### config.mk
export PLATFORM = sky130hd
export DESIGN_NAME = serdes_channel_diag_eye_monitor
export DESIGN_NICKNAME = d
export VERILOG_FILES = /design/src/serdes_diag_pkg.sv /design/src/serdes_channel_diag_eye_monitor.sv
export VERILOG_INCLUDE_DIRS = /design/src
export SDC_FILE = /design/constraint.sdc
export NUM_CORES = 1
export LEC_CHECK = 0
export ABC_AREA = 1
export BUFFER_PORTS_ARGS = -buffer_cell sky130_fd_sc_hd__buf_2
export CAP_MARGIN = 20
export CORE_UTILIZATION = 35
export DETAILED_ROUTE_END_ITERATION = 7
export PLACE_DENSITY = 0.52
export SLEW_MARGIN = 10
export SYNTH_ARGS = -nofsm -noshare
export SYNTH_HDL_FRONTEND = slang
export SYNTH_SLANG_ARGS = --single-unit
### constraint.sdc
create_clock -name sys_clk -period 2.11 [get_ports sys_clk]
set_clock_uncertainty 0.15 [all_clocks]
set_input_delay 0.1055 -clock sys_clk [delete_from_list [all_inputs] [get_ports sys_clk]]
set_output_delay 0.1055 -clock sys_clk [all_outputs]
set_load 0.02 [all_outputs]
### src/serdes_diag_cfg.svh
`ifndef SERDES_DIAG_CFG_SVH
`define SERDES_DIAG_CFG_SVH

`define RANGE_POWER_OFS   8'h11
`define READOUT_CTRL_OFS  8'h24
`define WORD_HIGH_OFS     8'h25
`define WORD_LOW_OFS      8'h26
`define HORIZ_RESULT_OFS  8'h27
`define VERT_RESULT_OFS   8'h28
`define SCALING_CTRL_OFS  8'h2c
`define LOCK_MON_OFS      8'h67
`define GEN_CTRL_OFS      8'h30
`define GEN_PAT_HI_OFS    8'h31
`define GEN_PAT_LO_OFS    8'h32
`define CHK_CTRL_OFS      8'h33
`define CHK_STATUS_OFS    8'h34
`define WORD_CNT0_OFS     8'h35
`define ERR_CNT_LO_OFS    8'h3b
`define ERR_CNT_HI_OFS    8'h3c

`define RANGE_LSB         6
`define POWER_DOWN_BIT    5
`define FAST_BIT          7
`define AUX_BIT           1
`define BUSY_BIT          2
`define START_BIT         0
`define AUTO_SCALE_BIT    6
`define LOCK_MON_BIT      5

`define RANGE_POWER_RST   8'h20
`define SCALING_RST       8'h40
`define LOCK_MON_RST      8'h20
`define PRBS_SEED         31'h7fffffff

`define DUMMY_WORDS       3'h4
`define GRID_LAST         6'h3f
`define SYNC_WORDS        4'h8

`endif

### src/serdes_diag_pkg.sv
package serdes_diag_pkg;
    typedef enum logic [1:0] {
        EYE_IDLE  = 2'b00,
        EYE_DUMMY = 2'b01,
        EYE_DATA  = 2'b10
    } eye_state_t;

    typedef enum logic [1:0] {
        PRBS_7  = 2'b00,
        PRBS_9  = 2'b01,
        PRBS_15 = 2'b10,
        PRBS_31 = 2'b11
    } prbs_t;
endpackage

### src/serdes_channel_diag_eye_monitor.sv
`timescale 1ns/1ps
`include "serdes_diag_cfg.svh"

// Operation
// - transmit repeating 16-bit user pattern or prbs, chosen by configuration
// - with dc balance on, every second user symbol goes out inverted
// - prbs lengths 2^7, 2^9, 2^15 and 2^31, each minus one
// - checker uses manual sequence and polarity, or detects both automatically
// - 47-bit compared word counter and 11-bit error counter
// - received data compared in 32-bit words, counter counts those words
// - host freezes checker before reading counters
// - horizontal opening in horizontal_opening_result, value over 64 gives unit intervals
// - vertical opening in vertical_opening_result, each count 3.125 mV
// - results follow lock; eye capture only runs while recovery is locked
// - capture covers 64 by 64 positions, 16-bit hit word each
// - vertical scale automatic unless overridden; horizontal follows data rate
// - readout gives 4 dummy words then 4096 valid words
// - first word (0,0); voltage advances, wraps after 63 and bumps phase
// - manual range: clear eye_scaling_ctrl[6], eye_range_power_ctrl[7:6] picks 100 to 400 mV
// - stream words from eye_word_high_byte in bursts, or high eye_word_high_byte and low eye_word_low_byte
// - capture start bit eye_readout_ctrl[0] clears itself
module serdes_channel_diag_eye_monitor (
    input  wire logic        sys_clk,
    input  wire logic        rstn,
    input  wire logic [7:0]  reg_addr,
    input  wire logic        reg_wr,
    input  wire logic        reg_rd,
    input  wire logic        reg_burst,
    input  wire logic [7:0]  reg_wdata,
    output logic      [7:0]  reg_rdata,
    output logic      [15:0] tx_data,
    input  wire logic [31:0] rx_data,
    input  wire logic        rx_valid,
    input  wire logic        cdr_locked,
    input  wire logic [3:0]  data_rate_code,
    input  wire logic [7:0]  horiz_meas,
    input  wire logic [7:0]  vert_meas,
    input  wire logic [15:0] eye_hits,
    output logic      [5:0]  eye_phase,
    output logic      [5:0]  eye_volt,
    output logic      [1:0]  eye_vrange,
    output logic      [3:0]  eye_hscale,
    output logic             eye_power_on,
    output logic             eye_fast
);

    ////////////////////////////////////////////////////////////////////////
    // helpers

    function automatic logic prbs_fb(input logic [30:0] h,
                                     input logic [1:0]  t);
        case (t)
            2'b00:   prbs_fb = h[6] ^ h[5];
            2'b01:   prbs_fb = h[8] ^ h[4];
            2'b10:   prbs_fb = h[14] ^ h[13];
            default: prbs_fb = h[30] ^ h[27];
        endcase
    endfunction

    function automatic logic [1:0] auto_range(input logic [7:0] v);
        if (v <= 8'h40) begin
            auto_range = 2'b00;
        end else if (v <= 8'h80) begin
            auto_range = 2'b01;
        end else if (v <= 8'hc0) begin
            auto_range = 2'b10;
        end else begin
            auto_range = 2'b11;
        end
    endfunction

    ////////////////////////////////////////////////////////////////////////
    // registers

    logic [7:0]  range_power_reg;
    logic [7:0]  scaling_reg;
    logic [7:0]  lock_mon_reg;
    logic        fast_reg;
    logic        aux_reg;
    logic [7:0]  gen_ctrl_reg;
    logic [15:0] pattern_reg;
    logic [7:0]  chk_ctrl_reg;
    logic [7:0]  horiz_reg;
    logic [7:0]  vert_reg;
    logic [2:0]  lock_sync_reg;
    logic        locked_reg;
    logic        start_req;

    assign start_req = reg_wr && reg_addr == `READOUT_CTRL_OFS
                       && reg_wdata[`START_BIT];

    always_ff @(posedge sys_clk) begin
        if (!rstn) begin
            range_power_reg <= `RANGE_POWER_RST;
            scaling_reg     <= `SCALING_RST;
            lock_mon_reg    <= `LOCK_MON_RST;
            fast_reg        <= 1'b0;
            aux_reg         <= 1'b0;
            gen_ctrl_reg    <= 8'h00;
            pattern_reg     <= 16'h0000;
            chk_ctrl_reg    <= 8'h00;
        end else begin
            chk_ctrl_reg[6] <= 1'b0;
            if (reg_wr) begin
                case (reg_addr)
                    `RANGE_POWER_OFS:  range_power_reg <= reg_wdata;
                    `SCALING_CTRL_OFS: scaling_reg     <= reg_wdata;
                    `LOCK_MON_OFS:     lock_mon_reg    <= reg_wdata;
                    `READOUT_CTRL_OFS: begin
                        fast_reg <= reg_wdata[`FAST_BIT];
                        aux_reg  <= reg_wdata[`AUX_BIT];
                    end
                    `GEN_CTRL_OFS:     gen_ctrl_reg       <= reg_wdata;
                    `GEN_PAT_HI_OFS:   pattern_reg[15:8]  <= reg_wdata;
                    `GEN_PAT_LO_OFS:   pattern_reg[7:0]   <= reg_wdata;
                    `CHK_CTRL_OFS:     chk_ctrl_reg       <= reg_wdata;
                    default: ;
                endcase
            end
        end
    end

    // lock pin: three stages, change taken once stages two and three agree
    always_ff @(posedge sys_clk) begin
        if (!rstn) begin
            lock_sync_reg <= 3'b000;
            locked_reg    <= 1'b0;
        end else begin
            lock_sync_reg <= {lock_sync_reg[1:0], cdr_locked};
            if (lock_sync_reg[1] == lock_sync_reg[2]) begin
                locked_reg <= lock_sync_reg[2];
            end
        end
    end

    // opening results track the front end only while locked
    always_ff @(posedge sys_clk) begin
        if (!rstn) begin
            horiz_reg <= 8'h00;
            vert_reg  <= 8'h00;
        end else if (locked_reg) begin
            horiz_reg <= horiz_meas;
            vert_reg  <= vert_meas;
        end
    end

    ////////////////////////////////////////////////////////////////////////
    // scaling

    always_ff @(posedge sys_clk) begin
        if (!rstn) begin
            eye_vrange   <= 2'b00;
            eye_hscale   <= 4'h0;
            eye_power_on <= 1'b0;
            eye_fast     <= 1'b0;
        end else begin
            eye_vrange <= scaling_reg[`AUTO_SCALE_BIT] ? auto_range(vert_reg)
                : range_power_reg[`RANGE_LSB +: 2];
            eye_hscale   <= data_rate_code;
            eye_power_on <= !range_power_reg[`POWER_DOWN_BIT];
            eye_fast     <= fast_reg;
        end
    end

    ////////////////////////////////////////////////////////////////////////
    // pattern generator

    logic [30:0] gen_hist_reg;
    logic        gen_odd_reg;
    logic [15:0] gen_word;
    logic [30:0] gen_hist_next;

    always_comb begin
        gen_hist_next = gen_hist_reg;
        gen_word      = 16'h0000;
        for (int i = 15; i >= 0; i--) begin
            gen_word[i]   = prbs_fb(gen_hist_next, gen_ctrl_reg[3:2]);
            gen_hist_next = {gen_hist_next[29:0], gen_word[i]};
        end
    end

    always_ff @(posedge sys_clk) begin
        if (!rstn) begin
            tx_data      <= 16'h0000;
            gen_hist_reg <= `PRBS_SEED;
            gen_odd_reg  <= 1'b0;
        end else if (!gen_ctrl_reg[0]) begin
            tx_data     <= 16'h0000;
            gen_odd_reg <= 1'b0;
        end else if (gen_ctrl_reg[1]) begin
            tx_data      <= gen_word;
            gen_hist_reg <= gen_hist_next;
        end else begin
            gen_odd_reg <= gen_ctrl_reg[4] && !gen_odd_reg;
            tx_data <= (gen_ctrl_reg[4] && gen_odd_reg) ? ~pattern_reg
                                                        : pattern_reg;
        end
    end

    ////////////////////////////////////////////////////////////////////////
    // pattern checker

    logic [30:0] chk_hist_reg;
    logic [1:0]  chk_type_reg;
    logic        chk_inv_reg;
    logic        chk_sync_reg;
    logic [3:0]  chk_good_reg;
    logic [46:0] word_cnt_reg;
    logic [10:0] err_cnt_reg;
    logic [30:0] chk_hist_next;
    logic        chk_err;
    logic        chk_auto;
    logic        chk_run;
    logic        chk_locked;

    assign chk_auto   = chk_ctrl_reg[1];
    assign chk_run    = chk_ctrl_reg[0] && rx_valid;
    // manual mode counts at once; auto waits for its own hunt to settle
    assign chk_locked = chk_sync_reg || !chk_auto;

    always_comb begin
        chk_hist_next = chk_hist_reg;
        chk_err       = 1'b0;
        for (int i = 31; i >= 0; i--) begin
            if ((prbs_fb(chk_hist_next, chk_type_reg) ^ chk_inv_reg)
                != rx_data[i]) begin
                chk_err = 1'b1;
            end
            chk_hist_next = {chk_hist_next[29:0], rx_data[i]};
        end
    end

    // auto mode hunts through type and polarity until clean words follow
    always_ff @(posedge sys_clk) begin
        if (!rstn) begin
            chk_hist_reg <= 31'h00000000;
            chk_type_reg <= 2'b00;
            chk_inv_reg  <= 1'b0;
            chk_sync_reg <= 1'b0;
            chk_good_reg <= 4'h0;
        end else if (!chk_auto) begin
            chk_type_reg <= chk_ctrl_reg[3:2];
            chk_inv_reg  <= chk_ctrl_reg[4];
            chk_sync_reg <= 1'b0;
            chk_good_reg <= 4'h0;
            if (chk_run) begin
                chk_hist_reg <= chk_hist_next;
            end
        end else if (chk_run) begin
            chk_hist_reg <= chk_hist_next;
            if (!chk_err) begin
                if (chk_good_reg == `SYNC_WORDS) begin
                    chk_sync_reg <= 1'b1;
                end else begin
                    chk_good_reg <= chk_good_reg + 4'h1;
                end
            end else if (!chk_sync_reg) begin
                {chk_type_reg, chk_inv_reg} <=
                    3'({chk_type_reg, chk_inv_reg} + 3'h1);
                chk_good_reg <= 4'h0;
            end
        end
    end

    // counters hold while frozen so the host reads a stable snapshot
    always_ff @(posedge sys_clk) begin
        if (!rstn || chk_ctrl_reg[6]) begin
            word_cnt_reg <= 47'h0;
            err_cnt_reg  <= 11'h000;
        end else if (chk_run && chk_locked && !chk_ctrl_reg[5]) begin
            word_cnt_reg <= word_cnt_reg + 47'h1;
            if (chk_err && err_cnt_reg != 11'h7ff) begin
                err_cnt_reg <= err_cnt_reg + 11'h001;
            end
        end
    end

    ////////////////////////////////////////////////////////////////////////
    // eye capture readout

    serdes_diag_pkg::eye_state_t eye_state_reg;
    logic [2:0] dummy_cnt_reg;
    logic       byte_sel_reg;
    logic       rd_high;
    logic       rd_low;
    logic       advance;
    logic       start_ok;

    assign rd_high = reg_rd && reg_addr == `WORD_HIGH_OFS
                     && !(reg_burst && byte_sel_reg);
    assign rd_low  = reg_rd && (reg_addr == `WORD_LOW_OFS
                     || (reg_addr == `WORD_HIGH_OFS && reg_burst
                         && byte_sel_reg));
    assign advance = rd_low && eye_state_reg != serdes_diag_pkg::EYE_IDLE;
    assign start_ok = start_req && locked_reg && eye_power_on
                      && !lock_mon_reg[`LOCK_MON_BIT];

    always_ff @(posedge sys_clk) begin
        if (!rstn) begin
            byte_sel_reg <= 1'b0;
        end else if (reg_rd || reg_wr) begin
            byte_sel_reg <= rd_high && reg_burst;
        end
    end

    always_ff @(posedge sys_clk) begin
        if (!rstn) begin
            eye_state_reg <= serdes_diag_pkg::EYE_IDLE;
            dummy_cnt_reg <= 3'h0;
            eye_phase     <= 6'h00;
            eye_volt      <= 6'h00;
        end else begin
            case (eye_state_reg)
                serdes_diag_pkg::EYE_IDLE: begin
                    if (start_ok) begin
                        eye_state_reg <= serdes_diag_pkg::EYE_DUMMY;
                        dummy_cnt_reg <= 3'h0;
                        eye_phase     <= 6'h00;
                        eye_volt      <= 6'h00;
                    end
                end
                serdes_diag_pkg::EYE_DUMMY: begin
                    if (!locked_reg) begin
                        eye_state_reg <= serdes_diag_pkg::EYE_IDLE;
                    end else if (advance) begin
                        dummy_cnt_reg <= dummy_cnt_reg + 3'h1;
                        if (dummy_cnt_reg == `DUMMY_WORDS - 3'h1) begin
                            eye_state_reg <= serdes_diag_pkg::EYE_DATA;
                        end
                    end
                end
                serdes_diag_pkg::EYE_DATA: begin
                    if (!locked_reg) begin
                        eye_state_reg <= serdes_diag_pkg::EYE_IDLE;
                    end else if (advance) begin
                        eye_volt <= eye_volt + 6'h01;
                        if (eye_volt == `GRID_LAST) begin
                            eye_phase <= eye_phase + 6'h01;
                            if (eye_phase == `GRID_LAST) begin
                                eye_state_reg <= serdes_diag_pkg::EYE_IDLE;
                            end
                        end
                    end
                end
                default: eye_state_reg <= serdes_diag_pkg::EYE_IDLE;
            endcase
        end
    end

    ////////////////////////////////////////////////////////////////////////
    // read data

    logic [15:0] eye_word;
    logic        busy;

    assign busy     = eye_state_reg != serdes_diag_pkg::EYE_IDLE;
    assign eye_word = eye_state_reg == serdes_diag_pkg::EYE_DATA ? eye_hits
                                                                 : 16'h0000;

    always_ff @(posedge sys_clk) begin
        if (!rstn) begin
            reg_rdata <= 8'h00;
        end else if (reg_rd) begin
            if (rd_low) begin
                reg_rdata <= eye_word[7:0];
            end else begin
                case (reg_addr)
                    `RANGE_POWER_OFS:  reg_rdata <= range_power_reg;
                    `READOUT_CTRL_OFS: reg_rdata <= {fast_reg, 4'h0, busy,
                                                     aux_reg, 1'b0};
                    `WORD_HIGH_OFS:    reg_rdata <= eye_word[15:8];
                    `HORIZ_RESULT_OFS: reg_rdata <= horiz_reg;
                    `VERT_RESULT_OFS:  reg_rdata <= vert_reg;
                    `SCALING_CTRL_OFS: reg_rdata <= scaling_reg;
                    `LOCK_MON_OFS:     reg_rdata <= lock_mon_reg;
                    `GEN_CTRL_OFS:     reg_rdata <= gen_ctrl_reg;
                    `GEN_PAT_HI_OFS:   reg_rdata <= pattern_reg[15:8];
                    `GEN_PAT_LO_OFS:   reg_rdata <= pattern_reg[7:0];
                    `CHK_CTRL_OFS:     reg_rdata <= chk_ctrl_reg;
                    `CHK_STATUS_OFS:   reg_rdata <= {4'h0, chk_locked,
                                                     chk_inv_reg, chk_type_reg};
                    `ERR_CNT_LO_OFS:   reg_rdata <= err_cnt_reg[7:0];
                    `ERR_CNT_HI_OFS:   reg_rdata <= {5'h00, err_cnt_reg[10:8]};
                    default: begin
                        if (reg_addr >= `WORD_CNT0_OFS
                            && reg_addr < `ERR_CNT_LO_OFS) begin
                            reg_rdata <= 8'({1'b0, word_cnt_reg} >>
                                (8 * 3'(reg_addr - `WORD_CNT0_OFS)));
                        end else begin
                            reg_rdata <= 8'h00;
                        end
                    end
                endcase
            end
        end
    end
endmodule

# --- Word level (Yosys, flattened, before mapping) ---
# Index checks and enable logic that the tools add are counted.
op_classes:
  addsub: 8
  order_cmp: 5
  n_eq_ne: 75
  shift: 1
  muxes: 122
  n_bitwise: 194
  n_reduce_logical: 57
ops:
  columns: ["op", "count"]
  rows:
  - ["bitwise XOR 1 bit", 192]
  - ["one-hot mux 1 bit (3 select lines)", 48]
  - ["one-hot mux 8 bit (14 select lines)", 1]
  - ["== test 8 x 6 -> 1 bit, second input constant", 13]
  - ["two-way mux 16 bit", 3]
  - ["adder 47 x 1 -> 47 bit, second input constant", 1]
  - [">> shifter 47 x 6 -> 8 bit", 1]
  - ["two-way mux 1 bit", 37]
  - ["two-way mux 6 bit", 6]
  - ["inequality test 1 bit", 32]
  - ["two-way mux 2 bit", 15]
  - ["one-hot mux 6 bit (2 select lines)", 2]
  - ["AND reduction 2 bit", 12]
  - ["logical AND 1 bit", 20]
  - ["inequality test 2 bit, second input constant", 9]
  - ["less-or-equal comparator 8 bit, second input constant", 2]
  - ["two-way mux 8 bit", 2]
  - ["NOT 16 bit", 1]
  - ["inequality test 3 bit, second input constant", 5]
  - ["adder 6 x 1 -> 6 bit, second input constant", 2]
  - ["== test 6 bit, second input constant", 2]
  - ["two-way mux 4 bit", 3]
  - ["AND reduction 3 bit", 4]
  - ["adder 11 x 1 -> 11 bit, second input constant", 1]
  - ["other kinds (26)", 48]
totals:
  register_bits: 257
  input_bits: 91
  wordCells: 496

# --- Longest topological paths before layout ---
# Gate-level depths: netlist (run 1).
depth:
  depth_word: 39
  mapped_depth: 20
  depth_no_buf: 19

# --- Least setup slack after synthesis (run 1) ---
# Ideal clock, no wire load.
synth_path:
  path_type: "input-to-reg"
  startpoint: "in reg_addr[0]"
  endpoint: "reg reg_rdata[6]"
  arrival_ns: 1.993
  path_slack_ns: -0.165
  stages: 12
  n_path_buf: 1
  cell_sequence: "inv_1 -> clkbuf_1 -> ha_1 -> inv_1 -> nor4_1 -> nor4_1 -> nand2_1 -> nor2_1 -> o21ai_0 -> nand4_1 -> o21ai_0 -> a21oi_1"
synth_via:
  elab_chain_len: 6
  elab_cells_between_ends: 27
  classes_between: "add/sub (1); order compare (2); eq/ne (15); shift (1); mux (3); reduce/logical (5)"
synth_lines:
  columns: ["item", "line", "source"]
  rows:
  - ["start: declaration", "serdes_channel_diag_eye_monitor.sv:25", "input wire logic [7:0] reg_addr,"]
  - ["branches (longest 5 deep; another with subtractor 3 bit)", null, null]
  - ["two-way mux 8 bit (*)", "serdes_channel_diag_eye_monitor.sv:364", "if (rd_low) begin"]
  - ["end signal: assignment", "serdes_channel_diag_eye_monitor.sv:365", "reg_rdata <= eye_word[7:0];"]
  - ["end signal: assignment", "serdes_channel_diag_eye_monitor.sv:368", "`RANGE_POWER_OFS: reg_rdata <= range_power_reg;"]
  - ["end signal: assignment", "serdes_channel_diag_eye_monitor.sv:369", "`READOUT_CTRL_OFS: reg_rdata <= {fast_reg, 4'h0, busy,"]
  - ["end: declaration", "serdes_channel_diag_eye_monitor.sv:30", "output logic [7:0] reg_rdata,"]
# Every way passes the cells marked *.
# A chain may end at the register's enable or synchronous reset.

# --- Worst setup path in the final report (run 1) ---
layout_path:
  startpoint: "reg chk_type_reg[1]"
  endpoint: "reg chk_good_reg[3]"
layout_via:
  elab_chain_len: 38
  elab_cells_between_ends: 135
  classes_between: "eq/ne (36); mux (65); bitwise (32); reduce/logical (2)"
layout_lines:
  columns: ["item", "line", "source"]
  rows:
  - ["start: declaration", "serdes_channel_diag_eye_monitor.sv:204", "logic [1:0] chk_type_reg;"]
  - ["start signal: assignment", "serdes_channel_diag_eye_monitor.sv:242", "chk_type_reg <= chk_ctrl_reg[3:2];"]
  - ["start signal: assignment", "serdes_channel_diag_eye_monitor.sv:258", "{chk_type_reg, chk_inv_reg} <="]
  - ["== test 2 bit (tied with other cells)", "serdes_channel_diag_eye_monitor.sv:52", "case (t)"]
  - ["one-hot mux 1 bit (3 select lines)", "serdes_channel_diag_eye_monitor.sv:52", null]
  - ["bitwise XOR 1 bit", "serdes_channel_diag_eye_monitor.sv:225", "if ((prbs_fb(chk_hist_next, chk_type_reg) ^ chk_inv_reg)"]
  - ["inequality test 1 bit", "serdes_channel_diag_eye_monitor.sv:226", "!= rx_data[i]) begin"]
  - ["two-way mux 1 bit (31 in a row)", "serdes_channel_diag_eye_monitor.sv:225", null]
  - ["two-way mux 1 bit (*)", "serdes_channel_diag_eye_monitor.sv:225", null]
  - ["inequality test 2 bit (no source line)", null, null]
  - ["AND reduction 3 bit (no source line)", null, null]
  - ["end signal: assignment", "serdes_channel_diag_eye_monitor.sv:255", "chk_good_reg <= chk_good_reg + 4'h1;"]
  - ["end: declaration", "serdes_channel_diag_eye_monitor.sv:207", "logic [3:0] chk_good_reg;"]
# Every way passes the cells marked *; elsewhere a longest branch is shown, timed or not.

==> results of run 1 <==
per-layer routing:
| layer | vias up | part of all wire, % | wire length, microns | global-route usage (%) |
|---|---|---|---|---|
| met5 | - | 0.020 | 13 | 0 |
| met2 | 574 | 47 | 29900 | 45.2 |
| met1 | 8873 | 45 | 28800 | 36.0 |
| met3 | 133 | 5.3 | 3360 | 3.08 |
| li1 | 9436 | - | - | - |
| met4 | 2 | 2.8 | 1790 | 6.83 |
logic make-up (layout without fill, tap and decap cells):
| group | Yosys count | in the layout | share of synthesized area (%) |
|---|---|---|---|
| buf+inv | 436 | 1093 | 10.6 |
| compound gates | 615 | 615 | 21.2 |
| xor+xnor | 104 | 104 | 5.78 |
| simple gates | 1026 | 1027 | 28.6 |
| flops | 257 | 257 | 32.6 |
| fa+ha+maj | 14 | 14 | 1.11 |
per-stage QoR:
stage	TNS (ns)	cell area, sq um	cells	hold slack [ns]
2_1_floorplan	-0.0459	15900	2452	0.0531
3_3_place_gp	-23.56	20000	3473	0.135
3_5_place_dp	-26.54	20000	3473	0.142
4_1_cts	-10.62	23100	3678	0.000508
5_1_grt	-21.56	24000	3702	0.0175
6_report	-14.59	24000	3702	0.00344
tightest hold or removal path, delay by kind of cell:
kind                   cells  cell delay [ns]
AO/OA/AOI/OAI              1             0.17
buffers and inverters      2             0.36
AND/OR/NAND/NOR            1             0.07
timing repair:
action	CTS	global route
pin swaps	93	74
setup buffers	59	34
endpoints found under the hold margin	155	0
endpoints found under the setup margin	52	83
gates resized for setup	197	187
cloned	2	0
hold buffers	97	0
cell usage in the layout, fill, tap and decap left out, drive strengths merged, types with 11 or more instances in the layout:
master,synthesis,routed
o22ai,15,15
o21ai,272,272
o211ai,27,27
nor3,55,55
nor4,18,18
a221oi,13,13
clkbuf,91,46
nand3b,11,11
xnor2,46,46
dfxtp,257,257
a21oi,248,248
nand2,540,541
ha,14,14
nor2,166,166
inv,312,312
buf,27,626
nand3,168,168
dlygate4sd3,0,97
xor2,58,58
nand4,62,62
how the worst max path moves through the flow:
stage,from,to,slack (ns),cells past startpoint
after floorplan,chk_ctrl_reg[0],word_cnt_reg[36],-0.05,15
after global placement,chk_type_reg[1],err_cnt_reg[4],-0.55,16
after detailed placement,chk_type_reg[1],chk_good_reg[2],-0.61,16
after CTS,chk_type_reg[1],chk_good_reg[2],-0.45,16
after global routing,chk_type_reg[1],chk_good_reg[2],-0.63,16
final,chk_type_reg[1],chk_good_reg[3],-0.49,16
where the power goes:
| group | internal [W] | total, W | switching, W |
|---|---|---|---|
| sequential | 0.00486 | 0.00486 | 0.00000548 |
| combinational | 0.000498 | 0.00115 | 0.000647 |
| clock | 0.00301 | 0.00521 | 0.00220 |
layout make-up:
cell class	count	area (sq um)
multi-input cells	1760	10100
clock inverters	6	80.1
repair buffers	723	5780
flip-flops and latches	257	5180
well taps	592	741
inverters	318	1210
clock buffers	46	891
fillers	4355	20300
==> flow_metrics.tcl, run 1 <==
set metrics [dict create \
    max_freq_ghz 0.384 \
    ir_worst_vdd_mv 0.595 \
    core_area_sq_mm 0.0443 \
    fin_nets 3195 \
    netlist.top_cell.by_area "dfxtp_1" \
    die_w_microns 214 \
    grt_usage_pct 26.8 \
    numPortBuffers 134 \
    hold_viol 0 \
    maxCapViolCount 0 \
    rows 77 \
    htree_levels 1 \
    synth_edf_count 0 \
    clk_latency_ns 0.61 \
    r2r_slack_ns -0.49 \
    syn-num-nets 2557 \
    crit_slowest_cell "dfxtp_4" \
    wirelength_mm 63.9 \
    post-layout-total-power_w 0.0112 \
    setup_ws_ns -0.491 \
    r2r_end "chk_good_reg[3]" \
    tritoncts "built" \
    cpPeakStageDelay_ns 0.42 \
    outcome "finished, violations left" \
    antenna_cells 0 \
    post-dp-hpwl_mm 46.8 \
    synth_top_area_share_pct 32.6 \
    finalSetupViolations 52 \
    cp-end-kind "flop" \
    fin_util_pct 54.2 \
    largest_register_ffs 47 \
    crit_family "simple AND/OR/NAND/NOR gates" \
    cp_common_cell "nand4_1" \
    grt_pass1_wl_mm 99.3 \
    postSynthCellCount 2452 \
    ys_seq_area_share_pct 32.6 \
    die-area_sq_mm 0.0459 \
    routed_via_density 5.14 \
    synth_area_leaders "dfxtp_1 33%, nand2_1 13%, o21ai_0 8.1%, a21oi_1 7.8%, inv_1 7.3%" \
    p_per_area_mw_per_mm2 467 \
    min_to "chk_hist_reg[25]" \
    area_delta_synth_final_pct 52.4 \
    fin_crit_sh_pct 123 \
    worstPathArrival_ns 2.99 \
    crit-reg2reg-launch "chk_type_reg[1]" \
    max-slew-margin-rel_pct 50.0 \
    clk_pin_slew_ns 0.06 \
    antenna_found_initial 1 \
    grt_pass1_vias 18200 \
    drive_above_1_share_pct 30.7 \
    worstHoldStart "rx_valid" \
    drv_slew 0 \
    async_reset_ff_share_pct 0 \
    initial_core_util_pct 35.6 \
    yosys_warnings 0 \
    drc 0 \
    cts_buffer_depth 3 \
    die_y_microns 214 \
    synth_seq_cells 257 \
    drtAntennaViolNets 0 \
    cts_sinks 257 \
    critPathLaunchType "flop" \
    pin_count 135 \
    place_congestion 0.997 \
    hold_path_class "in2reg" \
    synthDistinctLibCells 49 \
    path_max_fanout 7 \
    worst_pin_slew_ns 0.742 \
    required_ns 2.50 \
    yosysMostFrequentCell "nand2_1" \
    root_buffer "clkbuf_16" \
    leakagePower_nw 10.9 \
    numCtsBuffers 30 \
    rsz0062_at_grt "yes" \
    wl_per_cell_microns 17.3 \
    avgSynthCellArea_sq_um 6.43 \
    place_ws_ns -0.605 \
    syn_area_sq_mm 0.0158 \
    vias 19000 \
    drt_iter0_drc 1260 \
    path_buf_inv 4 \
    ys.flop_type "dfxtp_1" \
    synthTopCellsByCount "530 x nand2_1, 306 x inv_1, 257 x dfxtp_1, 255 x o21ai_0, 247 x a21oi_1" \
    drt_first_pass_iters 5 \
    period_needed_ns 2.60 \
    grt_max_degree 69 \
    gr-total-overflow 0 \
    worstSetupPathType "reg2reg" \
    path_cells "nor2_4 > buf_12 > buf_12 > nand2_2 > nand4_1 > buf_4 > nand3_2 > nand4_1 > nor2_2 > nand2_2 > nor2_4 > nand2_4 > buf_6 > nor2_1 > nand4_1 > a21oi_2" \
    holdPathStages 4 \
    reg2regPathDepth 16 \
    violations "negative setup slack" \
]
Power figures use the tool's default switching activity.
==> run 2, diff against run 1 <==
--- a/config.mk
+++ b/config.mk
@@ -7,8 +7,8 @@
 export NUM_CORES = 1
 export LEC_CHECK = 0
 export ABC_AREA = 1
-export BUFFER_PORTS_ARGS = -buffer_cell sky130_fd_sc_hd__buf_2
-export CAP_MARGIN = 20
+export BUFFER_PORTS_ARGS = -buffer_cell sky130_fd_sc_hd__clkbuf_2
+export CAP_MARGIN = 10
 export CORE_UTILIZATION = 35
 export DETAILED_ROUTE_END_ITERATION = 7
 export PLACE_DENSITY = 0.52
==> flow_metrics.tcl, run 2 (same netlist as run 1, synthesis figures left out) <==
set metrics [dict create \
    outcome "finished, violations left" \
    violations "negative setup slack" \
    wl_per_cell_microns 17.2 \
    mostFrequentLayoutCell "nand2_1" \
    numPortBuffers 134 \
    fin_nets 3187 \
    gr-total-overflow 0 \
    worst_hold_slack_ns 0.0322 \
    hold_viol 0 \
    die_y_microns 214 \
    rsz0062_at_grt "yes" \
    place_congestion 1.02 \
    critPathLaunchType "flop" \
    initial_core_util_pct 35.6 \
    area_delta_synth_final_pct 50.8 \
    antenna_cells 0 \
    internal_power_w 0.00821 \
    p_sw_w 0.00284 \
    required_ns 2.50 \
    cts_sinks 257 \
    tritoncts "built" \
    root_buffer "clkbuf_16" \
    die-area_sq_mm 0.0459 \
    path_cells "buf_12 > buf_4 > buf_8 > nand2_1 > nand4_1 > nand2_1 > xor2_1 > nand2_1 > nor2_1 > nand2_1 > nor2_4 > buf_4 > a21oi_4 > nand2_2 > nand2_1 > a21oi_2" \
    fin_util_pct 53.6 \
    htree_levels 1 \
    routed_via_density 5.11 \
    numCtsBuffers 30 \
    drt_iter0_drc 1467 \
    nFillCells 4401 \
    p_per_area_mw_per_mm2 465 \
    ir_worst_vdd_mv 0.555 \
    rows 77 \
    clk_latency_ns 0.61 \
    drc 0 \
    seqPwrFrac_pct 44.0 \
    worstSetupPathType "reg2reg" \
    hold_path_class "in2reg" \
    grt_pass1_vias 18100 \
    worst_pin_slew_ns 0.752 \
    post-dp-hpwl_mm 47.6 \
    grt_max_degree 61 \
    drt_first_pass_iters 6 \
    clk_pin_slew_ns 0.06 \
    vias 18900 \
    clkPwrFrac_pct 45.5 \
    cp-end-kind "flop" \
    max_freq_ghz 0.376 \
    core_area_sq_mm 0.0443 \
    die_w_microns 214 \
    drv_slew 0 \
    final_cell_mix "484 x nand2_1, 414 x buf_4, 293 x inv_1" \
    drtAntennaViolNets 0 \
    setup_ws_ns -0.549 \
    path_max_fanout 14 \
    wirelength_mm 63.5 \
    finalSetupViolations 57 \
    leakagePower_nw 10.7 \
    swShare_pct 25.7 \
    setup-tns-final_ns -14.76 \
    antenna_found_initial 0 \
    cts_buffer_depth 3 \
    pin_count 135 \
    period_needed_ns 2.66 \
    worstPathArrival_ns 3.05 \
    drive_above_1_share_pct 29.3 \
    cpPeakStageDelay_ns 0.39 \
    largest_register_ffs 47 \
    grt_pass1_wl_mm 99.1 \
    grt_usage_pct 26.8 \
    maxCapViolCount 0 \
    fin_crit_sh_pct 126 \
    cp_common_cell "nand2_1" \
    pwr-share-comb_pct 10.4 \
    crit_slowest_cell "dfxtp_4" \
    max-slew-margin-rel_pct 49.3 \
]
==> run 2: routing by layer <==
| metal | vias up | track usage (%) | routed length, microns |
|---|---|---|---|
| li1 | 9432 | - | - |
| met1 | 8817 | 36.1 | 29100 |
| met3 | 106 | 2.92 | 2840 |
| met5 | - | 0 | 0 |
| met2 | 513 | 45.2 | 29900 |
| met4 | 0 | 7.14 | 1710 |
==> run 2: cell type report <==
cell class | count | area, sq um | share of cell area [%]
Sequential cell | 257 | 5170 | 21.8
Timing Repair Buffer | 715 | 5660 | 23.8
Multi-Input combinational cell | 1760 | 10000 | 42.2
Inverter | 318 | 1210 | 5.11
Clock buffer | 42 | 826 | 3.48
Clock inverter | 11 | 110 | 0.463
Tap cell | 592 | 741 | 3.12
==> run 2: stage by stage <==
stage | instances | power, W | setup WS (ns) | cell area (sq um)
3_3_place_gp | 3484 | 0.00596 | -0.583 | 20100
2_1_floorplan | 2452 | 0.00547 | -0.0459 | 15900
4_1_cts | 3666 | 0.0112 | -0.472 | 22900
3_5_place_dp | 3484 | 0.00597 | -0.621 | 20100
6_report | 3695 | 0.0110 | -0.549 | 23800
5_1_grt | 3695 | 0.0115 | -0.663 | 23800
==> run 2: final timing paths <==
check	startpoint	to	slack, ns	cells past startpoint
worst min-delay path	rx_data[14]	chk_hist_reg[14]	0.03	5
worst max register to register	chk_type_reg[1]	err_cnt_reg[9]	-0.55	16
worst min register to register	lock_sync_reg[0]	lock_sync_reg[1]	0.27	2
worst max-delay path	chk_type_reg[1]	err_cnt_reg[9]	-0.55	16
==> run 2: worst max-delay path, delay by kind of cell, from the launching register on <==
family	cells	cell delay, ns
buffers and inverters	4	0.56
and+or+nand+nor	9	1.12
xor gates and xnor gates	1	0.14
AOI/OAI and AO/OA	2	0.22
DFF	1	0.39
==> run 2: repair_timing <==
action / CTS / global route
endpoints found under the setup margin: 54 / 83
setup buffers: 35 / 34
resized for setup: 167 / 185
gates cloned: 0 / 1
pin swaps: 68 / 91
hold endpoints to repair: 137 / 0
hold buffers: 98 / 0
==> run 2: power by group through the flow <==
stage | combinational [W] | clock, W | sequential [W]
final | 0.00115 | 0.00503 | 0.00486
after global routing | 0.00125 | 0.00535 | 0.00486
after CTS | 0.00113 | 0.00517 | 0.00486
after detailed placement | 0.000991 | 0 | 0.00497
after global placement | 0.000990 | 0 | 0.00497
after floorplan | 0.000492 | 0 | 0.00498
